`src/design/ppc_pkg.sv`:
```
package ppc_pkg;
    // PIPE power states
    localparam logic [1:0] PWR_P0  = 2'h0;
    localparam logic [1:0] PWR_P0S = 2'h1;
    localparam logic [1:0] PWR_P1  = 2'h2;
    localparam logic [1:0] PWR_P2  = 2'h3;
    // RxStatus codes
    localparam logic [2:0] RXSTAT_OK       = 3'h0;
    localparam logic [2:0] RXSTAT_DET_NONE = 3'h0;
    localparam logic [2:0] RXSTAT_DET_FND  = 3'h3;
    // Comma code group /K28.5/
    localparam logic [7:0] COMMA_BYTE = 8'hbc;
    // Lane synchronisation figures
    localparam logic [2:0] SYNC_COMMAS   = 3'h4;
    localparam logic [4:0] SYNC_ERR_LOSS = 5'h11;
    localparam logic [4:0] SYNC_GOOD_RUN = 5'h10;
    // Timing
    localparam int         CLK_PERIOD_NS  = 4;
    localparam int         EIDLE_ENTRY_NS = 8;
    localparam int         EIDLE_MIN_NS   = 20;
    localparam int         EIDLE_ENTRY_CYC = EIDLE_ENTRY_NS / CLK_PERIOD_NS;
    localparam logic [2:0] EIDLE_MIN_CYC   = 3'((EIDLE_MIN_NS + CLK_PERIOD_NS - 1) / CLK_PERIOD_NS);
    localparam logic [3:0] DET_LEAD_CYC    = 4'ha;
    // One decoded code group
    typedef struct packed {
        logic [7:0] data;
        logic       k;
        logic       err;
    } ppc_sym_t;
    // Detection state machine
    typedef enum logic [2:0] {
        DET_IDLE = 3'h1,
        DET_RUN  = 3'h2,
        DET_HOLD = 3'h4
    } ppc_det_state_t;
    // Lane synchronisation state machine
    typedef enum logic [1:0] {
        SYN_LOSS = 2'h1,
        SYN_LOCK = 2'h2
    } ppc_syn_state_t;
endpackage : ppc_pkg

```
`src/design/ppc_channel.sv`:
```
`timescale 1ns/100ps
`default_nettype none
module ppc_channel #(
    parameter int BYTES = 1                               // 1: hard-block 8-bit mode, 2: 16-bit mode
) (
    input  wire logic                      sys_clk_i,               // Parallel clock
    input  wire logic                      arst_n_i,                // Async reset, active low
    input  wire logic [8*BYTES-1:0]        tx_data_i,               // TxData
    input  wire logic [BYTES-1:0]          tx_datak_i,              // TxDataK
    input  wire logic                      tx_detect_rx_i,          // TxDetectRx/Loopback
    input  wire logic                      tx_elec_idle_i,          // TxElecIdle
    input  wire logic                      tx_compliance_i,         // TxCompliance
    input  wire logic                      receive_polarity_invert_i, // RxPolarity
    input  wire logic [1:0]                power_down_i,            // PowerDown
    input  wire logic                      elecidle_infer_en_i,     // Inference enabled
    input  wire logic                      infer_idle_i,            // Inferred idle from inference logic
    output logic      [8*BYTES-1:0]        rx_data_o,               // RxData
    output logic      [BYTES-1:0]          rx_datak_o,              // RxDataK
    output logic                           rx_word_valid_o,         // Buffer head holds a word
    input  wire logic                      rx_ready_i,              // MAC takes the head word
    output logic                           rx_valid_o,              // RxValid
    output logic                           phy_status_o,            // PhyStatus
    output logic                           rx_elec_idle_o,          // RxElecIdle
    output logic      [2:0]                rx_status_o,             // RxStatus
    input  wire ppc_pkg::ppc_sym_t [BYTES-1:0] dec_sym_i,           // Decoded code groups
    input  wire logic                      dec_valid_i,             // Decoder word valid
    output logic                           dec_ready_o,             // Buffer can take a word
    output logic      [8*BYTES-1:0]        enc_data_o,              // To encoder
    output logic      [BYTES-1:0]          enc_datak_o,             // To encoder
    output logic                           enc_force_disp_o,        // Negative disparity force
    output logic                           tx_buf_idle_o,           // Transmit buffer idle
    output logic                           loopback_o,              // Loopback in P0
    output logic                           pma_rx_invert_o,         // Receive polarity to PMA
    output logic                           det_start_o,             // Pulse: start detect circuit
    input  wire logic                      det_done_i,              // Detect circuit done (async)
    input  wire logic                      det_found_i,             // Receiver found (async)
    input  wire logic                      sig_detect_i             // Receiver signal detect (async)
);
    // Pin synchronisers: sig_detect, det_done, det_found
    logic [2:0] pin_in, pin_s1, pin_s2;
    logic [2:0] pin_s3, pin_f, next_pin_f;
    assign pin_in = {det_found_i, det_done_i, sig_detect_i};
    genvar gi;
    generate
        for (gi = 0; gi < 3; gi++) begin : g_pin
            always_comb begin
                next_pin_f[gi] = (pin_s2[gi] == pin_s3[gi]) ? pin_s3[gi] : pin_f[gi];
            end
            always_ff @(posedge sys_clk_i or negedge arst_n_i) begin
                if (!arst_n_i) begin
                    pin_s1[gi] <= 1'b0;
                    pin_s2[gi] <= 1'b0;
                    pin_s3[gi] <= 1'b0;
                    pin_f[gi]  <= 1'b0;
                end else begin
                    pin_s1[gi] <= pin_in[gi];
                    pin_s2[gi] <= pin_s1[gi];
                    pin_s3[gi] <= pin_s2[gi];
                    pin_f[gi]  <= next_pin_f[gi];
                end
            end
        end
    endgenerate

    // Transmit path; each bonded lane is its own instance, skew handled by the MAC
    logic [8*BYTES-1:0] next_enc_data;
    logic [BYTES-1:0]   next_enc_datak;
    logic               eidle_want, next_tx_buf_idle, det_busy;
    logic [2:0]         eidle_cnt, next_eidle_cnt;
    always_comb begin
        next_enc_data  = tx_data_i;
        next_enc_datak = tx_datak_i;
        // The MAC request and any state other than P0 idle the driver; detect needs it tri-stated
        eidle_want = tx_elec_idle_i || (power_down_i != ppc_pkg::PWR_P0) || det_busy;
        // Idle held at least the minimum time even if the MAC drops early
        next_tx_buf_idle = eidle_want || (tx_buf_idle_o && (eidle_cnt < ppc_pkg::EIDLE_MIN_CYC));
        next_eidle_cnt   = eidle_cnt;
        if (!next_tx_buf_idle) begin
            next_eidle_cnt = 3'h0;
        end else if (eidle_cnt < ppc_pkg::EIDLE_MIN_CYC) begin
            next_eidle_cnt = eidle_cnt + 3'h1;
        end
    end
    always_ff @(posedge sys_clk_i or negedge arst_n_i) begin
        if (!arst_n_i) begin
            enc_data_o       <= '0;
            enc_datak_o      <= '0;
            enc_force_disp_o <= 1'b0;
            tx_buf_idle_o    <= 1'b1;
            eidle_cnt        <= 3'h0;
            loopback_o       <= 1'b0;
            pma_rx_invert_o  <= 1'b0;
        end else begin
            enc_data_o       <= next_enc_data;
            enc_datak_o      <= next_enc_datak;
            enc_force_disp_o <= tx_compliance_i;
            tx_buf_idle_o    <= next_tx_buf_idle;                    // One cycle, inside 8 ns
            eidle_cnt        <= next_eidle_cnt;
            loopback_o       <= tx_detect_rx_i && (power_down_i == ppc_pkg::PWR_P0);
            pma_rx_invert_o  <= receive_polarity_invert_i;
        end
    end

    // Receiver detection
    ppc_pkg::ppc_det_state_t det_state;
    ppc_pkg::ppc_det_state_t next_det_state;
    logic [3:0] lead_cnt, next_lead_cnt;
    logic       done_d, done_rise, next_det_start, next_phy_status;
    logic [2:0] next_rx_status;
    assign det_busy  = (det_state == ppc_pkg::DET_RUN);
    assign done_rise = pin_f[1] && !done_d;
    always_comb begin
        next_det_state  = det_state;
        next_det_start  = 1'b0;
        next_phy_status = 1'b0;
        next_rx_status  = ppc_pkg::RXSTAT_OK;
        next_lead_cnt   = lead_cnt;
        if (!tx_elec_idle_i) begin
            next_lead_cnt = 4'h0;
        end else if (lead_cnt < ppc_pkg::DET_LEAD_CYC) begin
            next_lead_cnt = lead_cnt + 4'h1;
        end
        case (det_state)
            ppc_pkg::DET_IDLE: begin
                // Request without enough idle lead is ignored
                if (tx_detect_rx_i && (power_down_i == ppc_pkg::PWR_P1) &&
                    (lead_cnt >= ppc_pkg::DET_LEAD_CYC)) begin
                    next_det_state = ppc_pkg::DET_RUN;
                    next_det_start = 1'b1;
                end
            end
            ppc_pkg::DET_RUN: begin
                if (done_rise) begin
                    next_det_state  = ppc_pkg::DET_HOLD;
                    next_phy_status = 1'b1;
                    next_rx_status  = pin_f[2] ? ppc_pkg::RXSTAT_DET_FND : ppc_pkg::RXSTAT_DET_NONE;
                end
            end
            ppc_pkg::DET_HOLD: begin
                if (!tx_detect_rx_i) begin
                    next_det_state = ppc_pkg::DET_IDLE;
                end
            end
            default: begin
                next_det_state = ppc_pkg::DET_IDLE;
            end
        endcase
    end
    always_ff @(posedge sys_clk_i or negedge arst_n_i) begin
        if (!arst_n_i) begin
            det_state    <= ppc_pkg::DET_IDLE;
            lead_cnt     <= 4'h0;
            done_d       <= 1'b0;
            det_start_o  <= 1'b0;
            phy_status_o <= 1'b0;
            rx_status_o  <= ppc_pkg::RXSTAT_OK;
        end else begin
            det_state    <= next_det_state;
            lead_cnt     <= next_lead_cnt;
            done_d       <= pin_f[1];
            det_start_o  <= next_det_start;
            phy_status_o <= next_phy_status;
            rx_status_o  <= next_rx_status;
        end
    end

    // Receive electrical idle; flopped from the filtered detect, or from the inferred idle when inference is enabled
    always_ff @(posedge sys_clk_i or negedge arst_n_i) begin
        if (!arst_n_i) begin
            rx_elec_idle_o <= 1'b1;
        end else begin
            rx_elec_idle_o <= elecidle_infer_en_i ? infer_idle_i : !pin_f[0];
        end
    end

    // Two-entry receive buffer, head always in slot 0 so outputs stay registered
    ppc_pkg::ppc_sym_t [BYTES-1:0] buf_q [2];
    ppc_pkg::ppc_sym_t [BYTES-1:0] next_buf [2];
    logic [1:0] buf_cnt;
    logic [1:0] next_buf_cnt;
    logic       push;
    logic       pop;
    assign dec_ready_o     = (buf_cnt != 2'h2);
    assign rx_word_valid_o = (buf_cnt != 2'h0);
    assign push            = dec_valid_i && dec_ready_o;
    assign pop             = rx_word_valid_o && rx_ready_i;
    always_comb begin
        next_buf[0]  = buf_q[0];
        next_buf[1]  = buf_q[1];
        next_buf_cnt = buf_cnt;
        if (pop) begin
            next_buf[0] = buf_q[1];
        end
        if (push) begin
            next_buf[(pop ? buf_cnt - 2'h1 : buf_cnt) == 2'h0 ? 0 : 1] = dec_sym_i;
        end
        next_buf_cnt = 2'(buf_cnt + {1'b0, push} - {1'b0, pop});
    end
    always_ff @(posedge sys_clk_i or negedge arst_n_i) begin
        if (!arst_n_i) begin
            buf_q[0] <= '0;
            buf_q[1] <= '0;
            buf_cnt  <= 2'h0;
        end else begin
            buf_q[0] <= next_buf[0];
            buf_q[1] <= next_buf[1];
            buf_cnt  <= next_buf_cnt;
        end
    end
    generate
        for (gi = 0; gi < BYTES; gi++) begin : g_out
            assign rx_data_o[8*gi +: 8] = buf_q[0][gi].data;
            assign rx_datak_o[gi]       = buf_q[0][gi].k;
        end
    endgenerate

    // Lane synchronisation on accepted code groups, alignment pattern is the decoded /K28.5/ comma byte with K set
    ppc_pkg::ppc_syn_state_t syn_state;
    ppc_pkg::ppc_syn_state_t next_syn_state;
    logic [2:0] comma_cnt, next_comma_cnt;
    logic [4:0] err_cnt, next_err_cnt;
    logic [4:0] good_cnt, next_good_cnt;
    always_comb begin
        next_syn_state = syn_state;
        next_comma_cnt = comma_cnt;
        next_err_cnt   = err_cnt;
        next_good_cnt  = good_cnt;
        for (int b = 0; b < BYTES; b++) begin
            if (push) begin
                case (next_syn_state)
                    ppc_pkg::SYN_LOSS: begin
                        if (dec_sym_i[b].err) begin
                            next_comma_cnt = 3'h0;
                        end else if (dec_sym_i[b].k && (dec_sym_i[b].data == ppc_pkg::COMMA_BYTE)) begin
                            next_comma_cnt = next_comma_cnt + 3'h1;
                            if (next_comma_cnt >= ppc_pkg::SYNC_COMMAS) begin
                                next_syn_state = ppc_pkg::SYN_LOCK;
                                next_comma_cnt = 3'h0;
                                next_err_cnt   = 5'h0;
                                next_good_cnt  = 5'h0;
                            end
                        end
                    end
                    ppc_pkg::SYN_LOCK: begin
                        if (dec_sym_i[b].err) begin
                            next_good_cnt = 5'h0;
                            next_err_cnt  = next_err_cnt + 5'h1;
                            if (next_err_cnt >= ppc_pkg::SYNC_ERR_LOSS) begin
                                next_syn_state = ppc_pkg::SYN_LOSS;
                                next_err_cnt   = 5'h0;
                            end
                        end else begin
                            next_good_cnt = next_good_cnt + 5'h1;
                            if (next_good_cnt >= ppc_pkg::SYNC_GOOD_RUN) begin
                                next_good_cnt = 5'h0;
                                if (next_err_cnt != 5'h0) begin
                                    next_err_cnt = next_err_cnt - 5'h1;
                                end
                            end
                        end
                    end
                    default: begin
                        next_syn_state = ppc_pkg::SYN_LOSS;
                    end
                endcase
            end
        end
    end
    always_ff @(posedge sys_clk_i or negedge arst_n_i) begin
        if (!arst_n_i) begin
            syn_state <= ppc_pkg::SYN_LOSS;
            comma_cnt <= 3'h0;
            err_cnt   <= 5'h0;
            good_cnt  <= 5'h0;
        end else begin
            syn_state <= next_syn_state;
            comma_cnt <= next_comma_cnt;
            err_cnt   <= next_err_cnt;
            good_cnt  <= next_good_cnt;
        end
    end
    assign rx_valid_o = (syn_state == ppc_pkg::SYN_LOCK);

    // Checks
    AST_PHYSTAT_PULSE: assert property (@(posedge sys_clk_i) disable iff (!arst_n_i)
        phy_status_o |=> !phy_status_o) else $error("PhyStatus longer than one cycle");
    AST_DET_RESULT: assert property (@(posedge sys_clk_i) disable iff (!arst_n_i)
        (det_busy && done_rise) |=> phy_status_o &&
        (rx_status_o == ($past(pin_f[2]) ? 3'h3 : 3'h0))) else $error("Wrong detect result");
    AST_STATUS_QUIET: assert property (@(posedge sys_clk_i) disable iff (!arst_n_i)
        !phy_status_o |-> (rx_status_o == 3'h0)) else $error("RxStatus set outside PhyStatus");
    AST_DET_LEAD: assert property (@(posedge sys_clk_i) disable iff (!arst_n_i)
        det_start_o |-> $past(tx_elec_idle_i, 10)) else $error("Detect started without idle lead");
    AST_EIDLE_ENTRY: assert property (@(posedge sys_clk_i) disable iff (!arst_n_i)
        tx_elec_idle_i |-> ##[1:2] tx_buf_idle_o) else $error("Transmitter not idle in time");
    AST_LOWPWR_IDLE: assert property (@(posedge sys_clk_i) disable iff (!arst_n_i)
        (power_down_i != 2'h0) |=> tx_buf_idle_o) else $error("Low power without idle");
    AST_EIDLE_MIN: assert property (@(posedge sys_clk_i) disable iff (!arst_n_i)
        $rose(tx_buf_idle_o) |-> tx_buf_idle_o [*5]) else $error("Idle shorter than 20 ns");
    AST_RXIDLE_INV: assert property (@(posedge sys_clk_i) disable iff (!arst_n_i)
        !elecidle_infer_en_i |=> (rx_elec_idle_o == !$past(pin_f[0]))) else $error("RxElecIdle not inverse");
    AST_SYNC_ACQ: assert property (@(posedge sys_clk_i) disable iff (!arst_n_i)
        $rose(rx_valid_o) |-> ($past(comma_cnt) + 3'(BYTES) >= 3'h4)) else $error("Sync too early");
    AST_SYNC_LOSS: assert property (@(posedge sys_clk_i) disable iff (!arst_n_i)
        $fell(rx_valid_o) |-> ($past(err_cnt) + 5'(BYTES) >= 5'h11)) else $error("Sync lost too early");
    AST_ERR_DEC: assert property (@(posedge sys_clk_i) disable iff (!arst_n_i)
        (rx_valid_o && $past(rx_valid_o) && (err_cnt < $past(err_cnt))) |->
        (err_cnt == $past(err_cnt) - 5'h1)) else $error("Error count fell by more than one");
    AST_BUF_HOLD: assert property (@(posedge sys_clk_i) disable iff (!arst_n_i)
        (rx_word_valid_o && !rx_ready_i) |=> (rx_word_valid_o && $stable(rx_data_o) && $stable(rx_datak_o)))
        else $error("Head word lost during stall");
    COV_DET_FOUND: cover property (@(posedge sys_clk_i) disable iff (!arst_n_i)
        phy_status_o && (rx_status_o == 3'h3));
    COV_DET_NONE: cover property (@(posedge sys_clk_i) disable iff (!arst_n_i)
        phy_status_o && (rx_status_o == 3'h0));
    COV_SYNC_UP: cover property (@(posedge sys_clk_i) disable iff (!arst_n_i) $rose(rx_valid_o));
    COV_SYNC_DOWN: cover property (@(posedge sys_clk_i) disable iff (!arst_n_i) $fell(rx_valid_o));
    COV_BUF_STALL: cover property (@(posedge sys_clk_i) disable iff (!arst_n_i)
        (buf_cnt == 2'h2) && dec_valid_i);
endmodule : ppc_channel
`default_nettype wire

```
`config.mk`:
```
export PLATFORM = sky130hd
export DESIGN_NAME = ppc_channel
export DESIGN_NICKNAME = d
export VERILOG_FILES = /design/src/design/ppc_pkg.sv /design/src/design/ppc_channel.sv
export SDC_FILE = /design/constraint.sdc
export NUM_CORES = 1
export LEC_CHECK = 0
export BUFFER_PORTS_ARGS = -buffer_cell sky130_fd_sc_hd__clkbuf_2
export CAP_MARGIN = 15
export CORE_UTILIZATION = 55
export DETAILED_ROUTE_END_ITERATION = 8
export MAX_ROUTING_LAYER = met4
export PLACE_DENSITY = 0.79
export SLEW_MARGIN = 20
export SYNTH_ARGS = -nofsm -noshare
export SYNTH_HDL_FRONTEND = slang
export SYNTH_SLANG_ARGS = --single-unit
```
`constraint.sdc`:
```
create_clock -name sys_clk_i -period 2.4 [get_ports sys_clk_i]
set_clock_uncertainty 0.15 [all_clocks]
set_input_delay 0.12 -clock sys_clk_i [delete_from_list [all_inputs] [get_ports sys_clk_i]]
set_output_delay 0.12 -clock sys_clk_i [all_outputs]
set_load 0.02 [all_outputs]
```
==> summary.md <==
| Metric | Value |
|---|---|
| Max Cap Viol | `0` |
| Non-Filler Instances | `470` |
| CP max FO | `12` |
| Global-route wire length before repair | `11700 µm` |
| Crit path launch type | `flop` |
| CTS clk-pin slew, worst paths | `0.08 ns` |
| Die Ht | `81.0 µm` |
| Core ar. | `5960 µm²` |
| Final WL | `7210 µm` |
| Cells after DPL | `425` |
| GRT Resource Usage Total | `0.249` |
| Worst skew pair latency | `0.35 ns` |
| DRT Pass-1 Iters | `4` |
| Crit-path leading delay family | `simple AND/OR/NAND/NOR gates` |
| Yosys reg bits | `75` |
| Layout area overhead | `23.6%` |
| Main synth FF type | `dfrtp_1` |
| Area of placed instances | `3760 µm²` |
| IR drop worst, VDD | `0.000513 V` |
| Worst hold path depth | `3` |
| Ant diodes | `0` |
| R2R depth | `7` |
| H-tree levels | `3` |
| HPWL Detailed | `4780 µm` |
| Worst-margin pin slew | `0.787 ns` |
| Initial antenna violation count | `0` |
| Post-synthesis sequential area ratio | `0.548` |
| GRT met2 Usage | `0.441` |
| Setup bufs post-CTS | `0` |
| Critical Path Stages | `7` |
| Lkg Pwr | `2.05 nW` |
| Design Power | `4.07 mW` |
| Post-Synthesis Cells | `302` |
| Met3 Use GR | `0.0539` |
| GR peak layer | `met2` |
| CP max-delay cell | `dfrtp_1` |
| Mapped Nets | `348` |
| Final global-route overflow total | `0` |
| EDFF count, synth | `0` |
| Vias in the first global route | `2586` |
| Die width | `81.0 µm` |
| Crit path buffers/inverters | `1` |
| I/O Buffers | `63` |
| Via count normalized by instance count | `5.39` |
| Clock Path Buffers | `2` |
| Final GP Congestion | `0.877` |
| Hold WC Path Type | `input port to flop` |
| Post-place setup slack | `0.221 ns` |
| Hold Violations, Final | `0` |
| Initial DRC count | `188` |
| Nets | `436` |
| Hold-fix buffers, CTS | `29` |
| Yosys warns | `0` |
| Critical Path End Type | `flop` |
| Detail Route Antenna Nets | `0` |
| Finished Cell Area | `4250 µm²` |
| CP arrival | `2.28 ns` |
| Run status | `finished clean` |
| Io pins | `65` |
| Kind of critical path | `flop to flop` |
| PwrDens | `958 nW/µm²` |
| Final slew viol count | `0` |
| Final setup viols | `0` |
| FP Rows | `28` |
| Period utilisation layout | `0.918` |
| Root Driver | `clkbuf_8` |
| CP cell instances | `inv_1, ha_1, nand2b_1, a21oi_1, o21ai_2, nand2b_4, mux2_2` |
| Synth unique cells | `51` |
| Netlist Area Pre-Place | `3440 µm²` |
| CTS buffer count | `9` |
| Fmax | `454 MHz` |
| Setup TNS | `0 ns` |
| RSZ-0062 raised after global routing | `false` |
| Post-route DRC | `0` |
| Largest net degree at the start of global routing | `44` |
| Fillcell total | `423` |
| Cts repair resizes | `0` |
| Met1 Use GR | `0.273` |
| Slew margin rel. | `0.469` |
| Syn_area_per_cell | `11.4 µm²` |
| Clock sinks | `75` |
| Layout cells sized above 1 | `0.266` |
| Clock tree from TritonCTS | `built` |
| CP required | `2.48 ns` |
| Die area | `6570 µm²` |
| Max stage delay on crit path | `0.40 ns` |
| Asr flop ratio synth | `1.00` |
| Fin worst setup slack | `0.198 ns` |
| Initial Util | `0.577` |
| Vias | `2535` |
| Min Clock Period, post-route | `2.20 ns` |
| Wire per inst | `15.3 µm` |
-- per-stage QoR --
| step | hold slack [ns] | utilization |
|---|---|---|
| after global placement | 0.0268 | 0.631 |
| after CTS | 0.00408 | 0.713 |
| after detailed placement | 0.0383 | 0.631 |
| after floorplan | -0.326 | - |
| final | 0.0312 | 0.713 |
| after global routing | 0.0892 | 0.713 |
-- cells in the mapped netlist (2+ instances only) --
cell      number  area [µm²]
a21oi_1       20         100
and3_1         3        18.8
o211ai_1       2        15.0
nor3_1         5        25.0
ha_1          12         150
o21ai_0       15        75.1
a31oi_1        4        25.0
xnor2_1        8        70.1
a21o_1         2        15.0
o22ai_1        2        12.5
dfrtp_1       71        1780
buf_4         10        75.1
nor2b_1        7        43.8
and4b_1        2        20.0
buf_2          7        35.0
and2_1         5        31.3
a41o_1         2        20.0
dfstp_2        4         105
nand2b_1       3        18.8
inv_1         13        48.8
clkbuf_1       2        7.51
nand3_1        8        40.0
nor2_1        19        71.3
xor2_1         2        17.5
maj3_1         3        30.0
mux2i_1       12         120
nor3b_1        6        45.0
mux2_2        11         124
nand2_1       19        71.3
a21boi_0       2        15.0
-- metal layers --
metal	wire (µm)	up-vias
met5	0	-
li1	-	1221
met3	339	12
met2	3710	74
met4	114	0
met1	3040	1228
-- final cells by class --
class	count	area, µm²	area share
Sequential cell	75	1880	0.443
Multi-Input combinational cell	195	1390	0.327
Timing Repair Buffer	96	636	0.150
Clock buffer	9	124	0.0292
Tap cell	75	93.8	0.0221
Clock inverter	7	73.8	0.0174
Inverter	13	48.8	0.0115
-- worst paths after layout --
check / from / endpoint / slack, ns
hold reg to reg: pin_s1[2] / pin_s2[2] / 0.20
hold / removal: tx_detect_rx_i / det_state[0] / 0.03
setup / recovery: buf_cnt[0] / err_cnt[0] / 0.20
max in group asynchronous: arst_n_i / tx_buf_idle_o / 1.48
setup reg to reg: buf_cnt[0] / err_cnt[0] / 0.20
min in group asynchronous: arst_n_i / enc_datak_o / 0.18
-- worst register-to-register path, cell delays in order, from the launching register on --
cell and delay [ns]:
dfrtp_1 0.40, inv_1 0.08, ha_1 0.20, nand2b_1 0.30, a21oi_1 0.27, o21ai_2 0.19, nand2b_4 0.21, mux2_2 0.28
-- kinds of logic (layout without fill, tap and decap cells) --
logic type                 after synthesis  count (layout)  synth area share
AOI/OAI and AO/OA                       57              57             0.107
xor gates and xnor gates                10              10            0.0255
adders and majority gates               15              15            0.0524
buffers and inverters                   32             125            0.0484
DFF                                     75              75             0.548
muxes                                   24              24            0.0743
other                                    1               1           0.00109
and+or+nand+nor                         88              88             0.143
-- placed cells by master, fill, tap and decap left out, types with 3 or more instances in the layout --
cell type and count:
a21oi_1 20, a31oi_1 4, and2_1 5, and3_1 3, buf_4 4, clkbuf_2 62
clkbuf_8 9, dfrtp_1 71, dfstp_2 4, dlygate4sd3_1 29, ha_1 12, inv_1 13
maj3_1 3, mux2_2 11, mux2i_1 12, nand2_1 19, nand2b_1 3, nand3_1 8
nor2_1 19, nor2b_1 7, nor3_1 5, nor3b_1 6, o21ai_0 15, xnor2_1 8
-- where the power goes --
part           switching [mW]  internal [mW]  total (mW)
combinational           0.692          0.597        1.29
sequential              0.253           1.55        1.81
clock                   0.487          0.485       0.972
total                    1.43           2.64        4.07
No activity file was read; power rests on OpenSTA's default activity.
